--- src/rtc_evt_map.svh ---
// offsets, field positions, reset values and counts of the event block
// assumes inclusion by the package and the design file only
`ifndef RTC_EVT_MAP_SVH
`define RTC_EVT_MAP_SVH
// ----------------------------------------
// register offsets
// ----------------------------------------
`define OFS_CONTROL    8'h00
`define OFS_STATUS     8'h04
`define OFS_INTR_CFG   8'h08
`define OFS_SNAP_SUB   8'h0C
`define OFS_SNAP_TIME  8'h10
`define OFS_SNAP_DATE  8'h14
`define OFS_SCRATCH    8'h20
`define SCRATCH_WORDS  20
// ----------------------------------------
// status bit positions
// ----------------------------------------
`define POS_SNAP_FLAG  0
`define POS_SNAP_OVF   1
`define POS_INTR_FLAG  2
// ----------------------------------------
// reset values and counts
// ----------------------------------------
`define RST_CONTROL    8'h00
`define RST_INTR_CFG   12'h000
`define RST_SCRATCH    32'h00000000
`define SNAP_DELAY_TICKS 2
`endif

--- src/rtc_evt_pkg.sv ---
// types shared by the event block
// assumes the map header is on the include path
`include "rtc_evt_map.svh"
package rtc_evt_pkg;
  // ----------------------------------------
  // control fields, high bit first
  // ----------------------------------------
  typedef struct packed {
    logic       alarm_pin_drive_type;
    logic       alarm_out_invert;
    logic [1:0] alarm_out_select;
    logic       refclk_rate_select;
    logic       refclk_out_enable;
    logic       snap_irq_enable;
    logic       snap_enable;
  } ctrl_t;
  typedef struct packed {
    logic       intrusion_pullup_off;
    logic [1:0] intrusion_precharge_len;
    logic [2:0] intrusion_sample_rate;
    logic [1:0] intrusion_filter_count;
    logic       snap_on_intrusion;
    logic       intrusion_irq_enable;
    logic       intrusion_active_level;
    logic       intrusion_input_enable;
  } intr_cfg_t;
  typedef struct packed {
    logic [31:0] subsecond;
    logic [31:0] time_val;
    logic [31:0] date_val;
  } cal_t;
  typedef enum logic [1:0] {
    FS_WAIT   = 2'b00,
    FS_PRECH  = 2'b01,
    FS_SAMPLE = 2'b10
  } filt_state_t;
endpackage : rtc_evt_pkg

--- src/rtc_event_capture_and_outputs.sv ---
// snapshot capture, intrusion detection, scratch words and shared output pin
// assumes calendar, prescaler counts and alarm flags come from logic on mclk
// What this block does
// RULE1 - snapshots are taken only while snap_enable is set
// RULE2 - a snapshot event copies subsecond, time and date and sets snap_flag
// RULE3 - snap_flag with snap_irq_enable raises the snapshot interrupt
// RULE4 - event while flag set sets overflow and keeps the earlier snapshot
// RULE5 - snap_flag is set two prescaler ticks after the event
// RULE6 - overflow is set at once; software polls it after snap_flag
// RULE7 - event coinciding with a flag clear leaves both flags set
// RULE8 - software clears snap_flag only after reading it as one
// RULE9 - intrusion may trigger a snapshot; its flag sets with snap or overflow
// RULE10 - software selects snap_on_intrusion when pins are shared in filtered mode
// RULE11 - twenty 32-bit scratch words, cleared by backup reset or intrusion
// RULE12 - every intrusion event clears all scratch words
// RULE13 - intrusion watched only when enabled; sets flag and optional interrupt
// RULE14 - filter zero detects rising or falling edge, pull-up off
// RULE15 - edge input gated by enable, so an active pin fires on enabling
// RULE16 - software re-enables the intrusion input before rewriting scratch words
// RULE17 - filtered mode detects after 2, 4 or 8 matching samples
// RULE18 - filtered mode precharges before each sample unless pull-up is off
// RULE19 - refclk with rate select clear is slow clock over 64
// RULE20 - refclk with rate select set is slow clock over 256 times async divide
// RULE21 - alarm output is the selected flag, inverted when invert is set
// RULE22 - an enabled alarm output owns the shared pin over the refclk
// RULE23 - select 00 off, 01 alarm A, 10 alarm B, 11 wakeup flag
// RULE24 - the three flags clear on a written zero, a written one keeps them
//
// Decided for this implementation: strobed register access and the register offsets.
`timescale 1ns/1ps
`default_nettype none
`include "rtc_evt_map.svh"
module rtc_event_capture_and_outputs (
  input  wire logic                 mclk,
  input  wire logic                 rst_b,
  input  wire logic                 bkp_rst_b,
  input  wire logic [7:0]           addr,
  input  wire logic [31:0]          wdata,
  input  wire logic                 wr,
  input  wire logic                 rd,
  output logic [31:0]               rdata,
  input  wire logic                 prescaler_tick,
  input  wire logic [6:0]           async_count,
  input  wire logic [14:0]          sync_count,
  input  wire logic                 shift_pending,
  input  wire rtc_evt_pkg::cal_t    cal_in,
  input  wire logic                 alarm_a_flag,
  input  wire logic                 alarm_b_flag,
  input  wire logic                 wakeup_flag,
  input  wire logic                 snap_pin_in,
  input  wire logic                 intrusion_pin_in,
  output logic                      intrusion_pullup_en,
  output logic                      shared_func_pin_out,
  output logic                      shared_func_pin_oe,
  output logic                      snap_irq,
  output logic                      intrusion_irq
);
  // ----------------------------------------
  // state
  // ----------------------------------------
  rtc_evt_pkg::ctrl_t      ctrl_reg;
  rtc_evt_pkg::intr_cfg_t  icfg_reg;
  rtc_evt_pkg::cal_t       snap_reg;
  rtc_evt_pkg::filt_state_t fstate_reg;
  logic [31:0] scratch_reg [`SCRATCH_WORDS];
  logic        snap_flag_reg, snap_ovf_reg, intr_flag_reg;
  logic        pend_reg, pend_intr_reg;
  logic [1:0]  pend_cnt_reg;
  logic        snap_s1_reg, snap_s2_reg, snap_prev_reg;
  logic        intr_s1_reg, intr_s2_reg, gate_prev_reg;
  logic [3:0]  match_cnt_reg;
  logic [7:0]  period_cnt_reg;
  logic [3:0]  prech_cnt_reg;
  logic        refclk_reg;
  logic        status_wr, busy, trig, capture, ovf_set, set_flag;
  logic        gated, edge_det, filt_det, intr_evt, intr_delay, intr_set;
  logic        sample_match, alarm_on, alarm_val, scr_hit;
  logic [3:0]  need;
  logic [7:0]  scr_off;
  logic [4:0]  scr_idx;
  // ----------------------------------------
  // pin synchronisers
  // ----------------------------------------
  // second stage feeds every reader; first stage is read by nothing else
  always_ff @(posedge mclk or negedge rst_b) begin
    if (!rst_b) begin
      snap_s1_reg <= 1'b0;
      snap_s2_reg <= 1'b0;
      intr_s1_reg <= 1'b0;
      intr_s2_reg <= 1'b0;
    end else begin
      snap_s1_reg <= snap_pin_in;
      snap_s2_reg <= snap_s1_reg;
      intr_s1_reg <= intrusion_pin_in;
      intr_s2_reg <= intr_s1_reg;
    end
  end
  // ----------------------------------------
  // register bus
  // ----------------------------------------
  assign status_wr = wr && (addr == `OFS_STATUS);
  assign scr_off   = addr - `OFS_SCRATCH;
  assign scr_idx   = scr_off[6:2];
  // the top offset bit is checked too, so high addresses do not alias words
  assign scr_hit   = (addr >= `OFS_SCRATCH) && (scr_idx < 5'(`SCRATCH_WORDS))
                     && !scr_off[7] && (scr_off[1:0] == 2'h0);
  // control and intrusion configuration words
  always_ff @(posedge mclk or negedge rst_b) begin
    if (!rst_b) begin
      ctrl_reg <= `RST_CONTROL;
      icfg_reg <= `RST_INTR_CFG;
    end else if (wr && addr == `OFS_CONTROL) begin
      ctrl_reg <= wdata[7:0];
    end else if (wr && addr == `OFS_INTR_CFG) begin
      icfg_reg <= wdata[11:0];
    end
  end
  // read data stands the cycle after the strobe; unmapped reads zero
  always_ff @(posedge mclk or negedge rst_b) begin
    if (!rst_b) begin
      rdata <= 32'h00000000;
    end else if (rd) begin
      unique case (addr)
        `OFS_CONTROL:   rdata <= {24'h000000, ctrl_reg};
        `OFS_STATUS:    rdata <= {29'h00000000, intr_flag_reg, snap_ovf_reg, snap_flag_reg};
        `OFS_INTR_CFG:  rdata <= {20'h00000, icfg_reg};
        `OFS_SNAP_SUB:  rdata <= snap_reg.subsecond;
        `OFS_SNAP_TIME: rdata <= snap_reg.time_val;
        `OFS_SNAP_DATE: rdata <= snap_reg.date_val;
        default:        rdata <= scr_hit ? scratch_reg[scr_idx] : 32'h00000000;
      endcase
    end else begin
      rdata <= 32'h00000000;
    end
  end
  // ----------------------------------------
  // snapshot trigger
  // ----------------------------------------
  // the delay window counts as busy, so overflow can lead the flag
  assign busy     = snap_flag_reg || pend_reg;
  assign trig     = ctrl_reg.snap_enable && ((snap_s2_reg && !snap_prev_reg)  // [RULE1]
                    || (intr_evt && icfg_reg.snap_on_intrusion));            // [RULE9]
  assign capture  = trig && !busy;                                          // [RULE2]
  assign ovf_set  = trig && busy;                                           // [RULE4] [RULE6]
  assign set_flag = pend_reg && prescaler_tick
                    && (pend_cnt_reg == 2'(`SNAP_DELAY_TICKS - 1));         // [RULE5]
  // snapshot words are frozen while busy, so overflow keeps the old ones
  always_ff @(posedge mclk or negedge rst_b) begin
    if (!rst_b) begin
      snap_reg      <= '0;
      snap_prev_reg <= 1'b0;
    end else begin
      snap_prev_reg <= snap_s2_reg;
      if (capture) begin
        snap_reg <= cal_in;                                                 // [RULE2] [RULE4]
      end
    end
  end
  // delay of two prescaler ticks before the flag shows
  always_ff @(posedge mclk or negedge rst_b) begin
    if (!rst_b) begin
      pend_reg      <= 1'b0;
      pend_intr_reg <= 1'b0;
      pend_cnt_reg  <= 2'h0;
    end else if (capture) begin
      pend_reg      <= 1'b1;
      pend_intr_reg <= intr_delay;
      pend_cnt_reg  <= 2'h0;
    end else if (set_flag) begin
      pend_reg      <= 1'b0;
      pend_intr_reg <= 1'b0;
    end else if (pend_reg && prescaler_tick) begin
      pend_cnt_reg  <= pend_cnt_reg + 2'h1;                                 // [RULE5]
    end
  end
  // ----------------------------------------
  // status flags
  // ----------------------------------------
  // a set in the cycle of a clearing write wins over the clear
  always_ff @(posedge mclk or negedge rst_b) begin
    if (!rst_b) begin
      snap_flag_reg <= 1'b0;
      snap_ovf_reg  <= 1'b0;
      intr_flag_reg <= 1'b0;
    end else begin
      if (set_flag || ovf_set) begin
        snap_flag_reg <= snap_flag_reg || set_flag;                         // [RULE7]
      end else if (status_wr && !wdata[`POS_SNAP_FLAG]) begin
        snap_flag_reg <= 1'b0;                                              // [RULE24]
      end
      if (ovf_set) begin
        snap_ovf_reg <= 1'b1;                                               // [RULE6] [RULE7]
      end else if (status_wr && !wdata[`POS_SNAP_OVF]) begin
        snap_ovf_reg <= 1'b0;                                               // [RULE24]
      end
      if (intr_set) begin
        intr_flag_reg <= 1'b1;                                              // [RULE13]
      end else if (status_wr && !wdata[`POS_INTR_FLAG]) begin
        intr_flag_reg <= 1'b0;                                              // [RULE24]
      end
    end
  end
  // interrupt levels
  assign snap_irq      = snap_flag_reg && ctrl_reg.snap_irq_enable;         // [RULE3]
  assign intrusion_irq = intr_flag_reg && icfg_reg.intrusion_irq_enable;    // [RULE13]
  // ----------------------------------------
  // intrusion detection
  // ----------------------------------------
  // active level folded to high, then anded with enable before the edge
  assign gated    = icfg_reg.intrusion_input_enable
                    && (intr_s2_reg ^ icfg_reg.intrusion_active_level);     // [RULE14] [RULE15]
  assign edge_det = (icfg_reg.intrusion_filter_count == 2'h0) && gated && !gate_prev_reg;
  assign need     = 4'h1 << icfg_reg.intrusion_filter_count;                // [RULE17]
  assign sample_match = intr_s2_reg ^ icfg_reg.intrusion_active_level;     // [RULE17]
  assign filt_det = (fstate_reg == rtc_evt_pkg::FS_SAMPLE) && sample_match
                    && (match_cnt_reg == need - 4'h1);                      // [RULE17]
  assign intr_evt = icfg_reg.intrusion_input_enable && (edge_det || filt_det); // [RULE13]
  // with snapshot linkage a fresh capture holds the flag back to match snap_flag
  assign intr_delay = intr_evt && icfg_reg.snap_on_intrusion && ctrl_reg.snap_enable && !busy;
  assign intr_set   = (intr_evt && !intr_delay) || (set_flag && pend_intr_reg); // [RULE9]
  always_ff @(posedge mclk or negedge rst_b) begin
    if (!rst_b) begin
      gate_prev_reg <= 1'b0;
    end else begin
      gate_prev_reg <= gated;
    end
  end
  // sampler: wait a period, precharge, sample once
  always_ff @(posedge mclk or negedge rst_b) begin
    if (!rst_b) begin
      fstate_reg     <= rtc_evt_pkg::FS_WAIT;
      period_cnt_reg <= 8'h00;
      prech_cnt_reg  <= 4'h0;
    end else if (!icfg_reg.intrusion_input_enable || icfg_reg.intrusion_filter_count == 2'h0) begin
      fstate_reg     <= rtc_evt_pkg::FS_WAIT;
      period_cnt_reg <= 8'h00;
    end else begin
      unique case (fstate_reg)
        rtc_evt_pkg::FS_WAIT: begin
          if (prescaler_tick) begin
            period_cnt_reg <= period_cnt_reg + 8'h01;
            if (period_cnt_reg >= (8'h01 << icfg_reg.intrusion_sample_rate) - 8'h01) begin
              period_cnt_reg <= 8'h00;
              prech_cnt_reg  <= 4'h0;
              fstate_reg     <= icfg_reg.intrusion_pullup_off ? rtc_evt_pkg::FS_SAMPLE
                                                              : rtc_evt_pkg::FS_PRECH;
            end
          end
        end
        rtc_evt_pkg::FS_PRECH: begin
          if (prescaler_tick) begin
            prech_cnt_reg <= prech_cnt_reg + 4'h1;
            if (prech_cnt_reg == (4'h1 << icfg_reg.intrusion_precharge_len) - 4'h1) begin
              fstate_reg <= rtc_evt_pkg::FS_SAMPLE;                         // [RULE18]
            end
          end
        end
        rtc_evt_pkg::FS_SAMPLE: fstate_reg <= rtc_evt_pkg::FS_WAIT;
        default:                fstate_reg <= rtc_evt_pkg::FS_WAIT;
      endcase
    end
  end
  // consecutive match count saturates, so a held level fires only once
  always_ff @(posedge mclk or negedge rst_b) begin
    if (!rst_b) begin
      match_cnt_reg <= 4'h0;
    end else if (icfg_reg.intrusion_filter_count == 2'h0 || !icfg_reg.intrusion_input_enable) begin
      match_cnt_reg <= 4'h0;
    end else if (fstate_reg == rtc_evt_pkg::FS_SAMPLE) begin
      if (!sample_match) begin
        match_cnt_reg <= 4'h0;
      end else if (match_cnt_reg < need) begin
        match_cnt_reg <= match_cnt_reg + 4'h1;                              // [RULE17]
      end
    end
  end
  // pull-up only during precharge; never in edge mode
  always_ff @(posedge mclk or negedge rst_b) begin
    if (!rst_b) begin
      intrusion_pullup_en <= 1'b0;
    end else begin
      intrusion_pullup_en <= (icfg_reg.intrusion_filter_count != 2'h0)      // [RULE14]
                             && !icfg_reg.intrusion_pullup_off
                             && (fstate_reg == rtc_evt_pkg::FS_PRECH);      // [RULE18]
    end
  end
  // ----------------------------------------
  // scratch words, backup domain
  // ----------------------------------------
  // survive system reset; intrusion clear beats a same-cycle write
  generate
    for (genvar i = 0; i < `SCRATCH_WORDS; i++) begin : g_scratch
      always_ff @(posedge mclk or negedge bkp_rst_b) begin
        if (!bkp_rst_b) begin
          scratch_reg[i] <= `RST_SCRATCH;                                   // [RULE11]
        end else if (intr_evt) begin
          scratch_reg[i] <= `RST_SCRATCH;                                   // [RULE12]
        end else if (wr && scr_hit && scr_idx == 5'(i)) begin
          scratch_reg[i] <= wdata;                                          // [RULE11]
        end
      end
    end
  endgenerate
  // ----------------------------------------
  // shared output pin
  // ----------------------------------------
  // shift_pending is not read here, so the 1 Hz form has no jitter from it on either edge
  always_comb begin
    alarm_val = 1'b0;
    unique case (ctrl_reg.alarm_out_select)
      2'h0: alarm_val = 1'b0;
      2'h1: alarm_val = alarm_a_flag;                                       // [RULE23]
      2'h2: alarm_val = alarm_b_flag;
      2'h3: alarm_val = wakeup_flag;
    endcase
  end
  assign alarm_on = (ctrl_reg.alarm_out_select != 2'h0);
  always_ff @(posedge mclk or negedge rst_b) begin
    if (!rst_b) begin
      refclk_reg          <= 1'b0;
      shared_func_pin_out <= 1'b0;
      shared_func_pin_oe  <= 1'b0;
    end else begin
      refclk_reg <= ctrl_reg.refclk_rate_select ? sync_count[7]            // [RULE20]
                                                : async_count[5];           // [RULE19]
      if (alarm_on) begin
        shared_func_pin_out <= ctrl_reg.alarm_pin_drive_type ? 1'b0
                               : (alarm_val ^ ctrl_reg.alarm_out_invert);   // [RULE21]
        shared_func_pin_oe  <= !ctrl_reg.alarm_pin_drive_type
                               || !(alarm_val ^ ctrl_reg.alarm_out_invert); // [RULE22]
      end else begin
        shared_func_pin_out <= refclk_reg;
        shared_func_pin_oe  <= ctrl_reg.refclk_out_enable;                  // [RULE19]
      end
    end
  end
  // ----------------------------------------
  // assertions
  // ----------------------------------------
  property p_snap_gate;
    @(posedge mclk) disable iff (!rst_b) $rose(pend_reg) |-> $past(ctrl_reg.snap_enable);
  endproperty
  a_snap_gate: assert property (p_snap_gate) else $error("capture while disabled"); // [RULE1]
  property p_snap_copy;
    @(posedge mclk) disable iff (!rst_b) capture |=> snap_reg.time_val == $past(cal_in.time_val);
  endproperty
  a_snap_copy: assert property (p_snap_copy) else $error("time not captured"); // [RULE2]
  property p_snap_irq;
    @(posedge mclk) disable iff (!rst_b)
      $rose(snap_flag_reg) && ctrl_reg.snap_irq_enable |-> snap_irq;
  endproperty
  a_snap_irq: assert property (p_snap_irq) else $error("snapshot irq missing"); // [RULE3]
  property p_ovf_keep;
    @(posedge mclk) disable iff (!rst_b) ovf_set |=> snap_ovf_reg && $stable(snap_reg);
  endproperty
  a_ovf_keep: assert property (p_ovf_keep) else $error("overflow altered snapshot"); // [RULE4]
  property p_flag_delay;
    @(posedge mclk) disable iff (!rst_b)
      $rose(snap_flag_reg) |-> $past(prescaler_tick) && $past(pend_cnt_reg) == 2'h1;
  endproperty
  a_flag_delay: assert property (p_flag_delay) else $error("flag delay wrong"); // [RULE5]
  property p_coincide;
    @(posedge mclk) disable iff (!rst_b)
      ovf_set && snap_flag_reg && status_wr && !wdata[0] |=> snap_flag_reg && snap_ovf_reg;
  endproperty
  a_coincide: assert property (p_coincide) else $error("coincident event lost"); // [RULE7]
  property p_scratch_clr;
    @(posedge mclk) disable iff (!rst_b || !bkp_rst_b) intr_evt |=> scratch_reg[0] == 32'h0;
  endproperty
  a_scratch_clr: assert property (p_scratch_clr) else $error("scratch not cleared"); // [RULE12]
  property p_edge_pullup;
    @(posedge mclk) disable iff (!rst_b)
      icfg_reg.intrusion_filter_count == 2'h0 ##1 icfg_reg.intrusion_filter_count == 2'h0
      |-> !intrusion_pullup_en;
  endproperty
  a_edge_pullup: assert property (p_edge_pullup) else $error("pull-up on in edge mode"); // [RULE14]
  property p_alarm_pin;
    @(posedge mclk) disable iff (!rst_b)
      alarm_on && !ctrl_reg.alarm_pin_drive_type |=> shared_func_pin_oe
      && shared_func_pin_out == $past(alarm_val ^ ctrl_reg.alarm_out_invert);
  endproperty
  a_alarm_pin: assert property (p_alarm_pin) else $error("alarm not on pin"); // [RULE22]
endmodule : rtc_event_capture_and_outputs
`default_nettype wire

--- config.mk ---
export PLATFORM = sky130hd
export DESIGN_NAME = rtc_event_capture_and_outputs
export DESIGN_NICKNAME = d
export VERILOG_FILES = /design/src/rtc_evt_pkg.sv /design/src/rtc_event_capture_and_outputs.sv
export VERILOG_INCLUDE_DIRS = /design/src
export SDC_FILE = /design/constraint.sdc
export NUM_CORES = 1
export LEC_CHECK = 0
export BUFFER_PORTS_ARGS = -buffer_cell sky130_fd_sc_hd__buf_4
export CAP_MARGIN = 5
export CORE_ASPECT_RATIO = 1.2
export CORE_MARGIN = 8
export CORE_UTILIZATION = 58
export CTS_BUF_LIST = sky130_fd_sc_hd__clkbuf_4
export DETAILED_ROUTE_END_ITERATION = 8
export PLACE_DENSITY = 0.9
export SETUP_SLACK_MARGIN = 0.2
export SKIP_LAST_GASP = 1
export SYNTH_ARGS = -nofsm -noshare
export SYNTH_HDL_FRONTEND = slang
export SYNTH_SLANG_ARGS = --single-unit
--- constraint.sdc ---
create_clock -name mclk -period 2.5 [get_ports mclk]
set_input_delay 0 -clock mclk [delete_from_list [all_inputs] [get_ports mclk]]
set_output_delay 0 -clock mclk [all_outputs]
set_load 0.03 [all_outputs]
==> results of run 1 <==
==> routing by layer <==
layer,track usage (%),overflow
met1,65.8,26
met2,81.4,92
met3,68.1,26
met4,64.2,102
met5,55.2,3
==> synthesized netlist by cell type (18+ instances only) <==
cell type,number
a2bb2oi_1,37
a22oi_1,29
a22o_1,26
buf_1,18
mux4_2,163
mux2_2,119
a21oi_1,684
o21ai_0,36
ha_1,19
o21ai_1,21
dfrtp_1,823
buf_2,95
nor2_1,55
nand3_1,27
nand2_1,1407
clkbuf_1,225
==> metrics by stage <==
stage	util [%]	instance area [sq um]
after detailed placement	62.9	42000
after global placement	62.9	42000
after CTS	72.5	48500
after floorplan	-	39200
==> cells by family after synthesis <==
family	count (synthesis)	share of synthesized area [%]
XOR/XNOR	9	0.202
AO/OA/AOI/OAI	890	12.7
AND/OR/NAND/NOR	1578	16.0
other	1	0.00959
adder cells (fa/ha/maj)	19	0.608
flip-flops	823	52.7
buffers and inverters	381	4.31
multiplexers	308	13.5
==> what timing repair did <==
item	4_1_cts
setup endpoints to repair	110
gates cloned	5
pin swaps	10
endpoints found under the hold margin	1637
buffers inserted	12
gates resized for setup	21
hold buffers	387
==> impl_metrics.yaml, run 1 <==
run_status:
  first-error: "[ERROR GRT-0232] Routing congestion too high. Check the congestion heatmap in the GUI."
  lastStage: "global routing (5_1_grt)"
  status: "did not finish"
clock_network:
  h-tree-depth: 4
  numCtsBuffers: 187
  cts-root-buf: "clkbuf_4"
  clkSinkCount: 823
  clk_path_buf_depth: 3
placement:
  pre_cts_slack_ps: 33.4
  place.gp.congestion: 0.895
  port_buffers: 185
  dp_hpwl_microns: 76200
  dpl.cell_count: 4902
die:
  die_h_microns: 300
  rows: 104
  initial_core_util_pct: 58.4
  boundaryPins: 207
  die_x_microns: 253
yosys:
  synth_area_leaders: "dfrtp_1 53%, nand2_1 14%, mux4_2 9.4%"
  synthesis.area_sq_um: 39100
  syn_avg_cell_area_sq_um: 9.75
  async_flop_share_pct: 100
  syn_inst: 4009
  synth-seq-cells: 823
  yosysTopAreaCell: "dfrtp_1"
  synth_edf_count: 0
  ys_warn_count: 0
  yosysTopAreaCellShare_pct: 52.7
  synth_fp_nets: 4198
  synthDistinctLibCells: 73
  synth_seq_area_share_pct: 52.7
  synth_ff_type: "dfrtp_1"
global_route:
  grt.overflow.total: 249
  grt_max_degree: 116
  grt.total_usage_pct: 70.4
==> inputs of run 2 (changes only) <==
--- a/config.mk
+++ b/config.mk
@@ -8,13 +8,10 @@
 export LEC_CHECK = 0
 export BUFFER_PORTS_ARGS = -buffer_cell sky130_fd_sc_hd__buf_4
 export CAP_MARGIN = 5
-export CORE_ASPECT_RATIO = 1.2
 export CORE_MARGIN = 8
-export CORE_UTILIZATION = 58
-export CTS_BUF_LIST = sky130_fd_sc_hd__clkbuf_4
+export CORE_UTILIZATION = 40
 export DETAILED_ROUTE_END_ITERATION = 8
-export PLACE_DENSITY = 0.9
-export SETUP_SLACK_MARGIN = 0.2
+export PLACE_DENSITY_LB_ADDON = 0.15
 export SKIP_LAST_GASP = 1
 export SYNTH_ARGS = -nofsm -noshare
 export SYNTH_HDL_FRONTEND = slang
==> constraint.sdc (replaced) <==
create_clock -name mclk -period 3.2 [get_ports mclk]
set_input_delay 0 -clock mclk [delete_from_list [all_inputs] [get_ports mclk]]
set_output_delay 0 -clock mclk [all_outputs]
set_load 0.03 [all_outputs]
==> run 2 against run 1 <==
The flow now finishes without violations. Synthesized area unchanged. Synthesized cell count unchanged.
==> impl_metrics.yaml, run 2 <==
run_status:
  status: "completed"
yosys:
  synthDistinctLibCells: 73
  yosysTopAreaCell: "dfrtp_1"
  syn_avg_cell_area_sq_um: 9.75
  synth_ff_type: "dfrtp_1"
  synth-seq-cells: 823
  async_flop_share_pct: 100
  yosysTopAreaCellShare_pct: 52.7
  synth_fp_nets: 4198
  synth_edf_count: 0
  synth_area_leaders: "dfrtp_1 53%, nand2_1 14%, mux4_2 9.4%"
  ys_warn_count: 0
  syn_inst: 4009
  yosysMostFrequentCell: "nand2_1"
  synth_common_cells: "1,407 x nand2_1, 823 x dfrtp_1, 684 x a21oi_1"
  synth_seq_area_share_pct: 52.7
  synthesis.area_sq_um: 39100
die:
  rows: 114
  boundaryPins: 207
  initial_core_util_pct: 40.4
  die_h_microns: 329
  dieArea_sq_um: 108000
  core_region_area_sq_um: 96700
  die_x_microns: 329
global_route:
  grt.overflow.total: 0
  grt_pass1_vias: 31378
  grt_use_met2_pct: 37.6
  grt.total_usage_pct: 23.8
  met1_usage_pct: 34.1
  antenna_found_initial: 2
  busiest_layer: "met2"
  use_met3_pct: 3.89
  grt_first_pass_wirelength_microns: 200000
  grt_max_degree: 125
route:
  via_count: 30922
  drt_iter0_markers: 2887
  wl_per_cell_microns: 23.4
  via_per_inst: 5.57
  ant_nets: 0
  dr.pass1.iters: 6
  wirelength_microns: 130000
  drcViolationCount: 0
critical_path:
  required_ps: 3740
  endpoint: "snap_reg[76]"
  worst-path-max-fanout: 68
  critical_path_class: "register to register"
  r2r_start: "icfg_reg[4]"
  arrival_ps: 3250
  reg2reg_depth: 8
  r2r_end: "snap_reg[76]"
  r2r_slack_ps: 490
  start_kind: "register"
  end_kind: "register"
  startpoint: "icfg_reg[4]"
finish:
  nNetsFinal: 4388
  layout_commonest_cell: "nand2_1"
  ff_latch_area_sq_um: 20600
  mostFrequentLayoutCells: "1,407 x nand2_1, 823 x dfrtp_1, 684 x a21oi_1"
  fin_cells: 5550
  area_growth_pct: 19.5
  layout-drive-gt1-share_pct: 18.1
  largest_reg_flops: 640
  multi_input_area_sq_um: 16900
  fillCellCount: 8959
clock_network:
  clk_latency_ps: 660
  cts-root-buf: "clkbuf_16"
  cts.repair.resized: 0
  h-tree-depth: 3
  clkSinkCount: 823
  cts_setup_buffers: 0
  numCtsBuffers: 91
  cts_tree: "done"
  clk_path_buf_depth: 3
  clk_pin_slew_ps: 60
timing:
  rsz0062_at_grt: "false"
  hold_viol_final: 0
  tns_ps: 0
  setup-violations-final: 0
  finalCritPeriodShare_pct: 84.8
  fmax_mhz: 368
  fin_skew_ps: 22.4
  hold_slack_ps: 13.4
  slew_viol_final: 0
  worst_slew_pin_slew_ps: 894
  slew_headroom_pct: 39.8
  period_minus_slack_ps: 2710
run:
  maxCapViolCount: 0
placement:
  port_buffers: 185
  place.gp.congestion: 0.791
  dpl.cell_count: 5235
  dp_hpwl_microns: 77800
hold_path:
  hold_class: "input pin to async pin"
power_and_ir_drop:
  leakage_nw: 20.0
  p_per_area_nw_per_um2: 514
  power.total_mw: 24.0
  irDropWorstVdd_mv: 0.331
-- run 2: worst min-delay path by stage --
| stage | cells past startpoint | to | startpoint |
|---|---|---|---|
| 3_5_place_dp | 1 | scratch_reg[570] | bkp_rst_b |
| 3_3_place_gp | 1 | scratch_reg[598] | bkp_rst_b |
| 2_1_floorplan | 0 | ctrl_reg[0] | rst_b |
| 4_1_cts | 2 | match_cnt_reg[2] | rst_b |
| 6_report | 2 | match_cnt_reg[0] | rst_b |
| 5_1_grt | 2 | snap_s1_reg | snap_pin_in |
-- run 2: repair_timing --
| action | 4_1_cts | 5_1_grt |
|---|---|---|
| hold buffers | 147 | 0 |
| endpoints found under the setup margin | 0 | 0 |
| hold endpoints to repair | 1533 | 0 |
-- run 2: cells by family after synthesis --
| logic type | after synthesis | synth area share (%) |
|---|---|---|
| buffers and inverters | 381 | 4.31 |
| AND/OR/NAND/NOR | 1578 | 16.0 |
| multiplexers | 308 | 13.5 |
| flip-flops | 823 | 52.7 |
| XOR/XNOR | 9 | 0.202 |
| other | 1 | 0.00959 |
| adder cells (fa/ha/maj) | 19 | 0.608 |
| AO/OA/AOI/OAI | 890 | 12.7 |
-- run 2: where the power goes --
part / internal [mW] / leakage (nW) / switching, mW
Sequential: 10.8 / 11.2 / 0.210
Combinational: 0.866 / 7.33 / 1.17
Clock: 6.49 / 1.49 / 4.46
Total: 18.2 / 20.0 / 5.84
-- run 2: per-stage QoR --
| step | cell area [sq um] | worst slack (ps) | utilization, % |
|---|---|---|---|
| final | 46700 | 485 | 48.3 |
| after global routing | 46700 | 305 | 48.3 |
| after CTS | 46700 | 495 | 48.3 |
| after detailed placement | 42100 | 502 | 43.6 |
| after global placement | 42100 | 494 | 43.6 |
| after floorplan | 39100 | 402 | - |
-- run 2: routing by layer --
metal	vias to the layer above	wire length [microns]
met4	0	2770
met3	183	8850
met5	-	0
met2	1037	60100
li1	14008	-
met1	15694	58000
-- run 2: area by class of cell --
cell class                 instances  area share [%]
tap                             1276            3.42
clock inverter                    33            1.08
multi-input combinational       2805            36.3
sequential                       823            44.1
timing repair buffer             460            9.42
inverter                          18           0.145
clock buffer                     132            5.51
antenna                            3          0.0161
-- run 2: worst max-delay path, cell delays in order, from the launching register on --
cell and delay [ps]:
dfrtp_1 520, nor2_1 120, ha_1 300, nor4b_2 40, a41o_1 240, a41oi_1 290
nand2b_4 290, buf_12 330, mux2_2 390
No activity file was read; power rests on OpenSTA's default activity.
